### src/rtl/wfd_pkg.sv
/*
 Shared constants and types of the wake frame detector: register offsets,
 control field positions, filter word layout, CRC settings and the state record.
 Assumes a single 10 MHz clock domain and a receive byte stream on that clock.
*/
package wfd_pkg;
   localparam int ADDR_W = 5;
   localparam logic [ADDR_W-1:0] OFS_CTRL = 5'h00;    // wake_control_status_reg
   localparam logic [ADDR_W-1:0] OFS_STATUS = 5'h04;  // Sticky events, read only
   localparam logic [ADDR_W-1:0] OFS_CLEAR = 5'h08;   // Write one to clear
   localparam logic [ADDR_W-1:0] OFS_IRQ_EN = 5'h0c;  // Event enable
   localparam logic [ADDR_W-1:0] OFS_LOAD = 5'h10;    // wake_filter_load_port
   localparam logic [ADDR_W-1:0] OFS_STA_LO = 5'h14;  // Station address bytes 0..3
   localparam logic [ADDR_W-1:0] OFS_STA_HI = 5'h18;  // Station address bytes 4..5
   // Control register fields
   localparam int CTL_FRAME_EN = 0;     // frame_wake_enable
   localparam int CTL_PAT_EN = 1;       // addr_pattern_wake_enable
   localparam int CTL_NOTIFY_PWR = 2;   // 1: power_event_output, 0: host interrupt
   localparam int CTL_SLEEP = 3;        // light_sleep_state entered
   localparam int CTL_FRAME_SEEN = 4;   // frame_wake_seen mirror
   localparam int CTL_PAT_SEEN = 5;     // addr_pattern_wake_seen mirror
   // Event bits of status, clear and enable registers
   localparam int EV_FRAME = 0;
   localparam int EV_PAT = 1;
   // Filter word layout behind the load port
   localparam int NUM_FILT = 4;
   localparam int LOAD_WORDS = 8;
   localparam int W_MASK0 = 0;
   localparam int W_CMD = 4;
   localparam int W_OFS = 5;
   localparam int W_CRC01 = 6;
   localparam int W_CRC23 = 7;
   localparam int MASK_LEN = 31;
   localparam int CMD_EN = 0;
   localparam int CMD_MCAST = 3;
   localparam int PAT_START = 12;       // First byte after both address fields
   localparam int SYNC_LEN = 6;
   localparam int ADDR_COPIES = 16;
   localparam logic [15:0] CRC_POLY = 16'h8005;
   localparam logic [15:0] CRC_INIT = 16'hffff;
   localparam logic [8:0] POS_MAX = 9'h1ff;

   typedef enum logic [2:0] {
      WFD_SEEK = 3'b001,
      WFD_ADDR = 3'b010,
      WFD_DONE = 3'b100
   } wfd_scan_t;

   typedef struct packed {
      logic valid;
      logic sof;
      logic eof;
      logic [7:0] data;
   } wfd_rx_t;

   typedef struct packed {
      logic fwen;
      logic apen;
      logic sel_pwr;
      logic sleep;
      logic [1:0] sts;
      logic [1:0] ien;
      logic [2:0] ptr;
      logic [LOAD_WORDS-1:0][31:0] filt;
      logic [47:0] sta;
      logic [31:0] rdata;
      logic irq;
      logic pwr_ev;
      logic rxn;
      logic [8:0] pos;
      logic [NUM_FILT-1:0][15:0] crc;
      logic mcast;
      logic da_own;
      logic da_bc;
      wfd_scan_t scan;
      logic [2:0] ffc;
      logic [2:0] bidx;
      logic [4:0] copies;
   } wfd_state_t;
endpackage

### src/rtl/wfd_wake_detect.sv
/*
 Wake frame detector: four masked CRC-16 pattern filters and a detector for a
 sync stream followed by sixteen copies of the station address, with a small
 register port, sticky events and host interrupt or power event notification.
 Assumes the receive bytes come from MAC logic on sys_clk (no synchroniser),
 one byte per valid cycle, sof and eof marking the first and last byte.
*/
// The register offsets and the plain strobed port were decided locally.
`timescale 1ns/1ns
`default_nettype none

module wfd_wake_detect (
   input wire logic sys_clk_i,                          // 10 MHz clock
   input wire logic sys_rst_i,                          // Synchronous reset, active high
   input wire logic [wfd_pkg::ADDR_W-1:0] reg_addr_i,   // Register byte address
   input wire logic [31:0] reg_wdata_i,                 // Write data
   input wire logic reg_wr_i,                           // Write strobe
   input wire logic reg_rd_i,                           // Read strobe
   output logic [31:0] reg_rdata_o,                     // Read data, cycle after strobe
   input wire wfd_pkg::wfd_rx_t rx_i,                   // Received frame bytes
   output logic rx_normal_o,                            // Ordinary reception allowed
   output logic irq_o,                                  // Host interrupt, level
   output logic power_event_output_o                    // Power event, level
);

   localparam int NUM_FILT_C = wfd_pkg::NUM_FILT;

   wfd_pkg::wfd_state_t s_reg;
   wfd_pkg::wfd_state_t s_next;

   // Bit-serial update, MSB first
   function automatic logic [15:0] crc16_byte(input logic [15:0] c, input logic [7:0] d);
      logic [15:0] r;
      r = c;
      for (int b = 7; b >= 0; b--) begin
         if (r[15] ^ d[b]) begin
            r = {r[14:0], 1'b0} ^ wfd_pkg::CRC_POLY;
         end else begin
            r = {r[14:0], 1'b0};
         end
      end
      return r;
   endfunction

   // Byte n of the station address, byte 0 first on the wire
   function automatic logic [7:0] sta_byte(input logic [47:0] a, input logic [2:0] n);
      logic [7:0] r;
      r = 8'h00;
      for (int k = 0; k < 6; k++) begin
         if (n == 3'(k)) begin
            r = a[8*k +: 8];
         end
      end
      return r;
   endfunction

   always_comb begin
      logic [8:0] p;
      logic [8:0] idx;
      logic [7:0] ofs;
      logic [3:0] cmd;
      logic [15:0] ref_crc;
      logic [NUM_FILT_C-1:0] hit;
      logic mc;
      logic own;
      logic bc;
      logic frame_on;
      logic pat_on;
      logic found;
      logic [1:0] ev;
      logic [1:0] clr;
      logic pend;
      p = '0;
      idx = '0;
      ofs = '0;
      cmd = '0;
      ref_crc = '0;
      hit = '0;
      mc = 1'b0;
      own = 1'b0;
      bc = 1'b0;
      found = 1'b0;
      ev = '0;
      clr = '0;
      frame_on = 1'b0;
      pat_on = 1'b0;
      pend = 1'b0;
      s_next = s_reg;
      s_next.rdata = 32'h0000_0000;
      // Light sleep forces both detectors on
      frame_on = s_reg.fwen | s_reg.sleep;
      pat_on = s_reg.apen | s_reg.sleep;

      // Receive path
      if (rx_i.valid) begin
         p = rx_i.sof ? 9'h000 : s_reg.pos;
         s_next.pos = (p == wfd_pkg::POS_MAX) ? p : p + 9'h001;
         mc = (p == 9'h000) ? rx_i.data[0] : s_reg.mcast;
         s_next.mcast = mc;
         own = (p == 9'h000) ? 1'b1 : s_reg.da_own;
         bc = (p == 9'h000) ? 1'b1 : s_reg.da_bc;
         if (p < 9'd6) begin
            own = own & (rx_i.data == sta_byte(s_reg.sta, p[2:0]));
            bc = bc & (rx_i.data == 8'hff);
         end
         s_next.da_own = own;
         s_next.da_bc = bc;

         for (int i = 0; i < NUM_FILT_C; i++) begin
            ofs = s_reg.filt[wfd_pkg::W_OFS][8*i +: 8];
            cmd = s_reg.filt[wfd_pkg::W_CMD][8*i +: 4];
            ref_crc = s_reg.filt[wfd_pkg::W_CRC01 + i/2][16*(i%2) +: 16];
            s_next.crc[i] = rx_i.sof ? wfd_pkg::CRC_INIT : s_reg.crc[i];
            idx = p - {1'b0, ofs};
            // Mask bit 31 is never consulted, only 31 byte positions exist
            if (p >= {1'b0, ofs} && idx < 9'(wfd_pkg::MASK_LEN) &&
                s_reg.filt[wfd_pkg::W_MASK0 + i][idx[4:0]]) begin
               s_next.crc[i] = crc16_byte(s_next.crc[i], rx_i.data);
            end
            hit[i] = cmd[wfd_pkg::CMD_EN] &&
                     (cmd[wfd_pkg::CMD_MCAST] == mc) &&
                     (s_next.crc[i] == ref_crc);
         end

         // Address-pattern scan restarts with every frame
         if (rx_i.sof) begin
            s_next.scan = wfd_pkg::WFD_SEEK;
            s_next.ffc = 3'h0;
            s_next.bidx = 3'h0;
            s_next.copies = 5'h00;
         end
         if (p >= 9'(wfd_pkg::PAT_START)) begin
            unique case (s_next.scan)
               wfd_pkg::WFD_SEEK: begin
                  if (rx_i.data == 8'hff) begin
                     if (s_next.ffc == 3'(wfd_pkg::SYNC_LEN - 1) ||
                         s_next.ffc == 3'(wfd_pkg::SYNC_LEN)) begin
                        s_next.ffc = 3'(wfd_pkg::SYNC_LEN);
                     end else begin
                        s_next.ffc = s_next.ffc + 3'h1;
                     end
                  end else if (s_next.ffc == 3'(wfd_pkg::SYNC_LEN) &&
                               rx_i.data == sta_byte(s_reg.sta, 3'h0)) begin
                     s_next.scan = wfd_pkg::WFD_ADDR;
                     s_next.bidx = 3'h1;
                     s_next.copies = 5'h00;
                  end else begin
                     s_next.ffc = 3'h0;
                  end
               end
               wfd_pkg::WFD_ADDR: begin
                  if (rx_i.data == sta_byte(s_reg.sta, s_next.bidx)) begin
                     if (s_next.bidx == 3'h5) begin
                        s_next.bidx = 3'h0;
                        if (s_next.copies == 5'(wfd_pkg::ADDR_COPIES - 1)) begin
                           s_next.scan = wfd_pkg::WFD_DONE;
                        end
                        s_next.copies = s_next.copies + 5'h01;
                     end else begin
                        s_next.bidx = s_next.bidx + 3'h1;
                     end
                  end else begin
                     // A break restarts the sync search; this byte may begin it
                     s_next.scan = wfd_pkg::WFD_SEEK;
                     s_next.ffc = (rx_i.data == 8'hff) ? 3'h1 : 3'h0;
                     s_next.copies = 5'h00;
                  end
               end
               wfd_pkg::WFD_DONE: begin
                  s_next.scan = wfd_pkg::WFD_DONE;
               end
            endcase
         end
         found = (s_next.scan == wfd_pkg::WFD_DONE);

         // Decisions at the last byte of the frame
         if (rx_i.eof) begin
            ev[wfd_pkg::EV_FRAME] = frame_on & (|hit);
            ev[wfd_pkg::EV_PAT] = pat_on & found & (own | bc | mc);
         end
      end

      // Register writes
      if (reg_wr_i) begin
         unique case (reg_addr_i)
            wfd_pkg::OFS_CTRL: begin
               s_next.fwen = reg_wdata_i[wfd_pkg::CTL_FRAME_EN];
               s_next.apen = reg_wdata_i[wfd_pkg::CTL_PAT_EN];
               s_next.sel_pwr = reg_wdata_i[wfd_pkg::CTL_NOTIFY_PWR];
               s_next.sleep = reg_wdata_i[wfd_pkg::CTL_SLEEP];
            end
            wfd_pkg::OFS_CLEAR: clr = reg_wdata_i[1:0];
            wfd_pkg::OFS_IRQ_EN: s_next.ien = reg_wdata_i[1:0];
            wfd_pkg::OFS_LOAD: begin
               // Eight writes in a row fill the filters, then the pointer wraps
               s_next.filt[s_reg.ptr] = reg_wdata_i;
               s_next.ptr = s_reg.ptr + 3'h1;
            end
            wfd_pkg::OFS_STA_LO: s_next.sta[31:0] = reg_wdata_i;
            wfd_pkg::OFS_STA_HI: s_next.sta[47:32] = reg_wdata_i[15:0];
            default: s_next.ptr = s_reg.ptr;
         endcase
      end

      // An event in the clearing cycle survives
      s_next.sts = (s_reg.sts & ~clr) | ev;

      // Register reads, answered in the next cycle
      if (reg_rd_i) begin
         unique case (reg_addr_i)
            wfd_pkg::OFS_CTRL: begin
               s_next.rdata[wfd_pkg::CTL_FRAME_EN] = s_reg.fwen;
               s_next.rdata[wfd_pkg::CTL_PAT_EN] = s_reg.apen;
               s_next.rdata[wfd_pkg::CTL_NOTIFY_PWR] = s_reg.sel_pwr;
               s_next.rdata[wfd_pkg::CTL_SLEEP] = s_reg.sleep;
               s_next.rdata[wfd_pkg::CTL_FRAME_SEEN] = s_reg.sts[wfd_pkg::EV_FRAME];
               s_next.rdata[wfd_pkg::CTL_PAT_SEEN] = s_reg.sts[wfd_pkg::EV_PAT];
            end
            wfd_pkg::OFS_STATUS: s_next.rdata[1:0] = s_reg.sts;
            wfd_pkg::OFS_IRQ_EN: s_next.rdata[1:0] = s_reg.ien;
            wfd_pkg::OFS_STA_LO: s_next.rdata = s_reg.sta[31:0];
            wfd_pkg::OFS_STA_HI: s_next.rdata[15:0] = s_reg.sta[47:32];
            default: s_next.rdata = 32'h0000_0000;
         endcase
      end

      // Notification uses the updated flags so the output follows the event by one edge
      pend = |(s_next.sts & s_next.ien);
      s_next.irq = pend & ~s_next.sel_pwr;
      s_next.pwr_ev = pend & s_next.sel_pwr;
      s_next.rxn = ~(s_next.fwen | s_next.apen | s_next.sleep);
   end

   always_ff @(posedge sys_clk_i) begin
      if (sys_rst_i) begin
         s_reg <= '0;
         s_reg.rxn <= 1'b1;
         s_reg.scan <= wfd_pkg::WFD_SEEK;
         for (int i = 0; i < wfd_pkg::NUM_FILT; i++) begin
            s_reg.crc[i] <= wfd_pkg::CRC_INIT;
         end
      end else begin
         s_reg <= s_next;
      end
   end

   assign reg_rdata_o = s_reg.rdata;
   assign rx_normal_o = s_reg.rxn;
   assign irq_o = s_reg.irq;
   assign power_event_output_o = s_reg.pwr_ev;

endmodule // wfd_wake_detect

`default_nettype wire

### config.mk
export PLATFORM = sky130hd
export DESIGN_NAME = wfd_wake_detect
export DESIGN_NICKNAME = d
export VERILOG_FILES = /design/src/rtl/wfd_pkg.sv /design/src/rtl/wfd_wake_detect.sv
export SDC_FILE = /design/constraint.sdc
export NUM_CORES = 1
export LEC_CHECK = 0
export ABC_AREA = 1
export BUFFER_PORTS_ARGS = -buffer_cell sky130_fd_sc_hd__buf_2
export CORE_ASPECT_RATIO = 1.75
export CORE_MARGIN = 2
export CORE_UTILIZATION = 50
export CTS_BUF_LIST = sky130_fd_sc_hd__clkbuf_8 sky130_fd_sc_hd__clkbuf_16
export DETAILED_ROUTE_END_ITERATION = 10
export PLACE_DENSITY = 0.7
export SLEW_MARGIN = 15
export SYNTH_ARGS = -nofsm -noshare
export SYNTH_HDL_FRONTEND = slang
export SYNTH_SLANG_ARGS = --single-unit
### constraint.sdc
create_clock -name sys_clk_i -period 4.5 [get_ports sys_clk_i]
set_input_delay 0.675 -clock sys_clk_i [delete_from_list [all_inputs] [get_ports sys_clk_i]]
set_output_delay 0.675 -clock sys_clk_i [all_outputs]
set_load 0.03 [all_outputs]
## Word level (Yosys, flattened, before mapping)

Index checks and enable logic that the tools add are counted.

| storage, ports and cells | value |
|---|---|
| bits of input ports | 52 |
| register bits after elaboration | 440 |
| output and inout port bits | 35 |

| operators by class | value |
|---|---|
| equal/unequal tests | 36 |
| multiplexer cells | 178 |
| bitwise logic cells | 85 |
| reduce and logical (&&, ||, !) cells | 30 |
| magnitude comparators | 16 |
| $add $sub $neg | 9 |

Operator list:

| cell | count |
|---|---|
| two-way mux 16 bit | 101 |
| two-way mux 309 bit | 1 |
| bitwise mux 256 bit | 1 |
| two-way mux 256 bit | 1 |
| two-way mux 8 bit | 23 |
| demux 32 bit (select 3 bit) | 1 |
| NOT 3 bit | 32 |
| == test 16 bit | 4 |
| two-way mux 32 bit | 2 |
| two-way mux 14 bit | 4 |
| greater-or-equal comparator 9 x 8 -> 1 bit | 4 |
| less-than comparator 9 x 5 -> 1 bit, second input constant | 4 |
| two-way mux 3 bit | 12 |
| subtractor 9 x 8 -> 9 bit | 4 |
| XOR 1 bit | 32 |
| == test 3 bit, second input constant | 8 |
| == test 8 bit | 3 |
| less-than comparator 5 x 6 -> 1 bit, second input constant | 4 |
| one-hot mux 11 bit (2 select lines) | 1 |
| binary-select mux 1 bit (select 5 bit) | 4 |
| one-hot mux 10 bit (2 select lines) | 1 |
| logical AND 1 bit | 18 |
| two-way mux 9 bit | 2 |
| == test 3 x 2 -> 1 bit, second input constant | 5 |
| other kinds (35) | 82 |

## Logic depth before layout (Yosys ltp)

| depth | value |
|---|---|
| word-level depth | 45 |
| depth in mapped cells | 35 |

## Worst setup path before layout

Ideal clock, no wire load.

| timing | value |
|---|---|
| path type | input to register |
| start | input rx_i[9] (netlist name) |
| end | register s_reg (netlist bit power_event_output_o) |
| stages | 30 |
| path buffers | 7 |
| data required time | 4370 ps |
| arrival time | 4550 ps |
| slack | -180 ps |
| path through | buf_6 buf_4 buf_2 clkbuf_1 clkbuf_1 nor2_1 inv_1 ha_1 fa_1 buf_2 inv_1 nand3_1 nand3_1 nand2_1 nand2_1 nand3_1 nand3_1 nor2_4 buf_4 nand2_1 nand2_1 or2_1 o211ai_1 nor2_1 nand2_1 nand2_1 o21bai_2 nand2_1 nand2_1 a21oi_1 |

| on the way | value |
|---|---|
| word-level cells in the longest chain between the ends | 43 |

RTL lines:

| element | RTL line | RTL |
|---|---|---|
| from (decl) | wfd_wake_detect.sv:20 | `input wire wfd_pkg::wfd_rx_t rx_i,` |
| two-way mux 16 bit | wfd_wake_detect.sv:113 | `s_next.crc[i] = rx_i.sof ? wfd_pkg::CRC_INIT : s_reg.crc[i];` |
| XOR 1 bit / NOT 3 bit (equally long branches) | -- |  |
| two-way mux 16 bit | wfd_wake_detect.sv:36 | `if (r[15] ^ d[b]) begin` |
| two-way mux 16 bit | wfd_wake_detect.sv:116 | `if (p >= {1'b0, ofs} && idx < 9'(wfd_pkg::MASK_LEN) &&` |
| two-way mux 16 bit | wfd_wake_detect.sv:95 | `if (rx_i.valid) begin` |
| XOR 1 bit | wfd_wake_detect.sv:36 |  |
| two-way mux 16 bit | wfd_wake_detect.sv:36 |  |
| two-way mux 16 bit | wfd_wake_detect.sv:116 |  |
| [27 not listed] | -- |  |
| OR reduction 4 bit | wfd_wake_detect.sv:178 | `ev[wfd_pkg::EV_FRAME] = frame_on & (\|hit);` |
| bitwise AND 1 bit | wfd_wake_detect.sv:178 |  |
| two-way mux 2 bit (*) | wfd_wake_detect.sv:177 | `if (rx_i.eof) begin` |
| two-way mux 2 bit (*) | wfd_wake_detect.sv:95 |  |
| bitwise OR 2 bit (*) | wfd_wake_detect.sv:206 | `s_next.sts = (s_reg.sts & ~clr) \| ev;` |
| bitwise AND 2 bit (*) | wfd_wake_detect.sv:228 | `pend = \|(s_next.sts & s_next.ien);` |
| OR reduction 2 bit (*) | wfd_wake_detect.sv:228 |  |
| bitwise AND 1 bit (*) | wfd_wake_detect.sv:230 | `s_next.pwr_ev = pend & s_next.sel_pwr;` |
| to (signal assigned) | wfd_wake_detect.sv:243 | `s_reg <= s_next;` |
| to (decl) | wfd_wake_detect.sv:28 | `wfd_pkg::wfd_state_t s_reg;` |

Every way passes the cells marked *; elsewhere a longest branch is shown, timed or not. The select of a mux whose other input is x is not followed.
A chain may end at the register's enable or synchronous reset.

## Worst setup path in the final report

| timing | value |
|---|---|
| start | register s_reg[81] (netlist name) |
| end | register s_reg (netlist bit power_event_output_o) |

| on the way | value |
|---|---|
| word-level cells in the longest chain between the ends | 23 |

RTL lines:

| element | RTL line | RTL |
|---|---|---|
| two-way mux 9 bit (*) | wfd_wake_detect.sv:96 | `p = rx_i.sof ? 9'h000 : s_reg.pos;` |
| branches (longest 16 deep; another with subtractor 9 x 8 -> 9 bit) | -- |  |
| two-way mux 2 bit (*) | wfd_wake_detect.sv:177 |  |
| two-way mux 2 bit (*) | wfd_wake_detect.sv:95 |  |
| bitwise OR 2 bit (*) | wfd_wake_detect.sv:206 |  |
| bitwise AND 2 bit (*) | wfd_wake_detect.sv:228 |  |
| OR reduction 2 bit (*) | wfd_wake_detect.sv:228 |  |
| bitwise AND 1 bit (*) | wfd_wake_detect.sv:230 |  |

Mark *: on every way between the ends. The select of a mux whose other input is x is not followed.

==> flow_metrics.tcl <==
set metrics [dict create \
    drt_iter0_drc 1928 \
    stdcell_area_sq_mm 0.0263 \
    arrival_ps 4390 \
    fillers 4819 \
    insertion_delay_ps 590 \
    vias 24514 \
    grt_max_degree 240 \
    nNetsFinal 3887 \
    synth_common_cells "nand2_1 (971), nor2_1 (484), dfxtp_1 (416)" \
    synth_warnings 0 \
    fp.dieH_um 295 \
    portBuffers 86 \
    syn_nets 3881 \
    start_util_pct 50.5 \
    power.density_mw_per_mm2 328 \
    ir_worst_vdd_mv 0.251 \
    post_cts.repair.setup_buffers 0 \
    ios 87 \
    synth_top_area_share_pct 34.5 \
    cts_root_buf "clkbuf_16" \
    fin_tns_setup_ps 0 \
    antenna_found_initial 1 \
    synthSimpleGateAreaFrac_pct 33.4 \
    drc 0 \
    max_freq_mhz 254 \
    worst_slew_pin_slew_ps 1060 \
    synth_xor_area_share_pct 2.48 \
    gp_congestion 0.972 \
    synth.area.top_cells "dfxtp_1 (35%), nand2_1 (15%), o21ai_0 (8.2%)" \
    hold_class "input pin to flop" \
    synth-compound-area-share_pct 16.2 \
    drive_above_1_share_pct 8.96 \
    cts.hold.buffers_added 0 \
    synth_top_flop_cell "dfxtp_1" \
    dpl.hpwl_mm 57.8 \
    crit_required_ps 4950 \
    cts_sinks 416 \
    dieArea_sq_mm 0.0501 \
    rows 106 \
    min_period_ps 3940 \
    routed_wl_mm 82.5 \
    htree_levels 2 \
    dpl_cell_area_sq_mm 0.0250 \
    maxCapViolCount 0 \
    synth_cells 3781 \
    cts_tree "done" \
    cts_buffers 41 \
    grt_pass1_wl_mm 128 \
    die_w_um 170 \
    final_util_pct 55.2 \
    clk_pin_slew_ps 70 \
    firstDrtPassIters 6 \
    synth_most_common_cell "nand2_1" \
    endpoint_kind "flop" \
    muxShareOfSynthArea_pct 0 \
    post-route-period-util_pct 87.6 \
    ys_types 58 \
    avgSynthCellArea_sq_um 6.38 \
    crit_fanout 14 \
    finClkSkew_ps 26.9 \
    setup_viol 0 \
    postRouteAntennaNets 0 \
    status "finished clean" \
    async_flop_share_pct 0 \
    worstSetupPathType "flop to flop" \
    grt_usage_pct 32.9 \
    yosys.area.top_type "dfxtp_1" \
    synth_edf_count 0 \
    cts_resized 0 \
    slew_headroom_pct 29.4 \
    cp-start-kind "flop" \
    avgRoutedWirePerCell_um 18.7 \
    hold_viol 0 \
    synth_top_family_by_area "simple AND/OR/NAND/NOR gates" \
    placed_cells 4338 \
    syn-cell-area_sq_mm 0.0241 \
    slew_viol_final 0 \
    grt_pass1_vias 23226 \
    via_per_inst 5.56 \
    core_area_sq_mm 0.0477 \
    finalNonFillerCells 4410 \
    synth_adder_area_share_pct 2.61 \
    ys_seq_elements 416 \
    seq_area_frac_synth_pct 34.5 \
    rsz0062_at_grt "no" \
    p_leak_nw 12.1 \
    grt_overflow_total 0 \
    area_growth_pct 9.17 \
    cts_max_path_buffers 3 \
]
==> layout by cell type, fill, tap and decap left out, types with 44 or more instances in the layout <==
| master | count |
|---|---|
| o21ai_0 | 396 |
| inv_1 | 366 |
| buf_2 | 85 |
| buf_4 | 91 |
| nand2_1 | 971 |
| dfxtp_1 | 416 |
| a21oi_1 | 258 |
| nand3_1 | 301 |
| nor2_1 | 480 |
| ha_1 | 44 |
==> power by group <==
part / total, mW / internal [mW] / switching, mW
clock network: 3.54 / 1.95 / 1.59
logic: 1.33 / 0.395 / 0.930
registers: 3.78 / 3.75 / 0.0378
==> worst paths after layout <==
kind                                           to  slack [ps]                   start  depth (start not counted)
setup / recovery  power_event_output_o$_SDFF_PP0_         560  s_reg[81]$_SDFFE_PP0P_                         26
hold / removal            s_reg[158]$_SDFFE_PP0P_         420          reg_wdata_i[1]                          3
setup reg to reg  power_event_output_o$_SDFF_PP0_         560  s_reg[81]$_SDFFE_PP0P_                         26
hold reg to reg                              flop         460                    flop                          2
==> stage by stage <==
step | total power [mW] | setup WS, ps | hold WS, ps
4_1_cts | 8.67 | 599 | 405
5_1_grt | 8.95 | 232 | 437
3_3_place_gp | 5.16 | 132 | 450
2_1_floorplan | 4.74 | 19.0 | 425
3_5_place_dp | 5.17 | 104 | 454
6_report | 8.65 | 559 | 420
==> per-layer routing <==
layer | wire length (um) | track usage, %
met5 | 0 | 0
met3 | 4660 | 4.67
met4 | 6740 | 23.6
met2 | 39800 | 57.2
met1 | 31300 | 36.3
==> cell type report <==
cell class / instances / area [sq um] / share of cell area, %
sequential: 416 / 8330 / 31.6
antenna: 1 / 2.50 / 0.00950
clock buffer: 43 / 1050 / 4.00
timing repair buffer: 181 / 1210 / 4.59
inverter: 392 / 1490 / 5.66
multi-input combinational: 2755 / 13200 / 50.2
tap: 594 / 743 / 2.82
clock inverter: 28 / 298 / 1.13
==> critical path, stage by stage, from the launching register on <==
cell and delay [ps]:
dfxtp_1 310, inv_1 60, nor2_2 110, inv_1 130, ha_1 240, fa_1 470
xnor2_1 380, nand3_1 140, nand3_1 120, nand2_1 60, nand2_1 50, nand2_1 100
nor2_4 250, buf_4 250, nand3b_1 120, nand2_1 100, nand2_1 50, nand2_1 90
nor2_1 50, nand2_1 50, nor2_1 40, nand3_1 50, nand2_1 120, o21bai_2 240
nand2_1 70, nand2_1 90, a21oi_1 70
==> cell families after synthesis <==
| kind of cell | count (synthesis) |
|---|---|
| AND/OR/NAND/NOR | 1901 |
| AO/OA/AOI/OAI | 741 |
| buffers and inverters | 610 |
| flip-flops | 416 |
| XOR/XNOR | 65 |
| adder cells (fa/ha/maj) | 48 |
(Power assumes the default switching activity.)
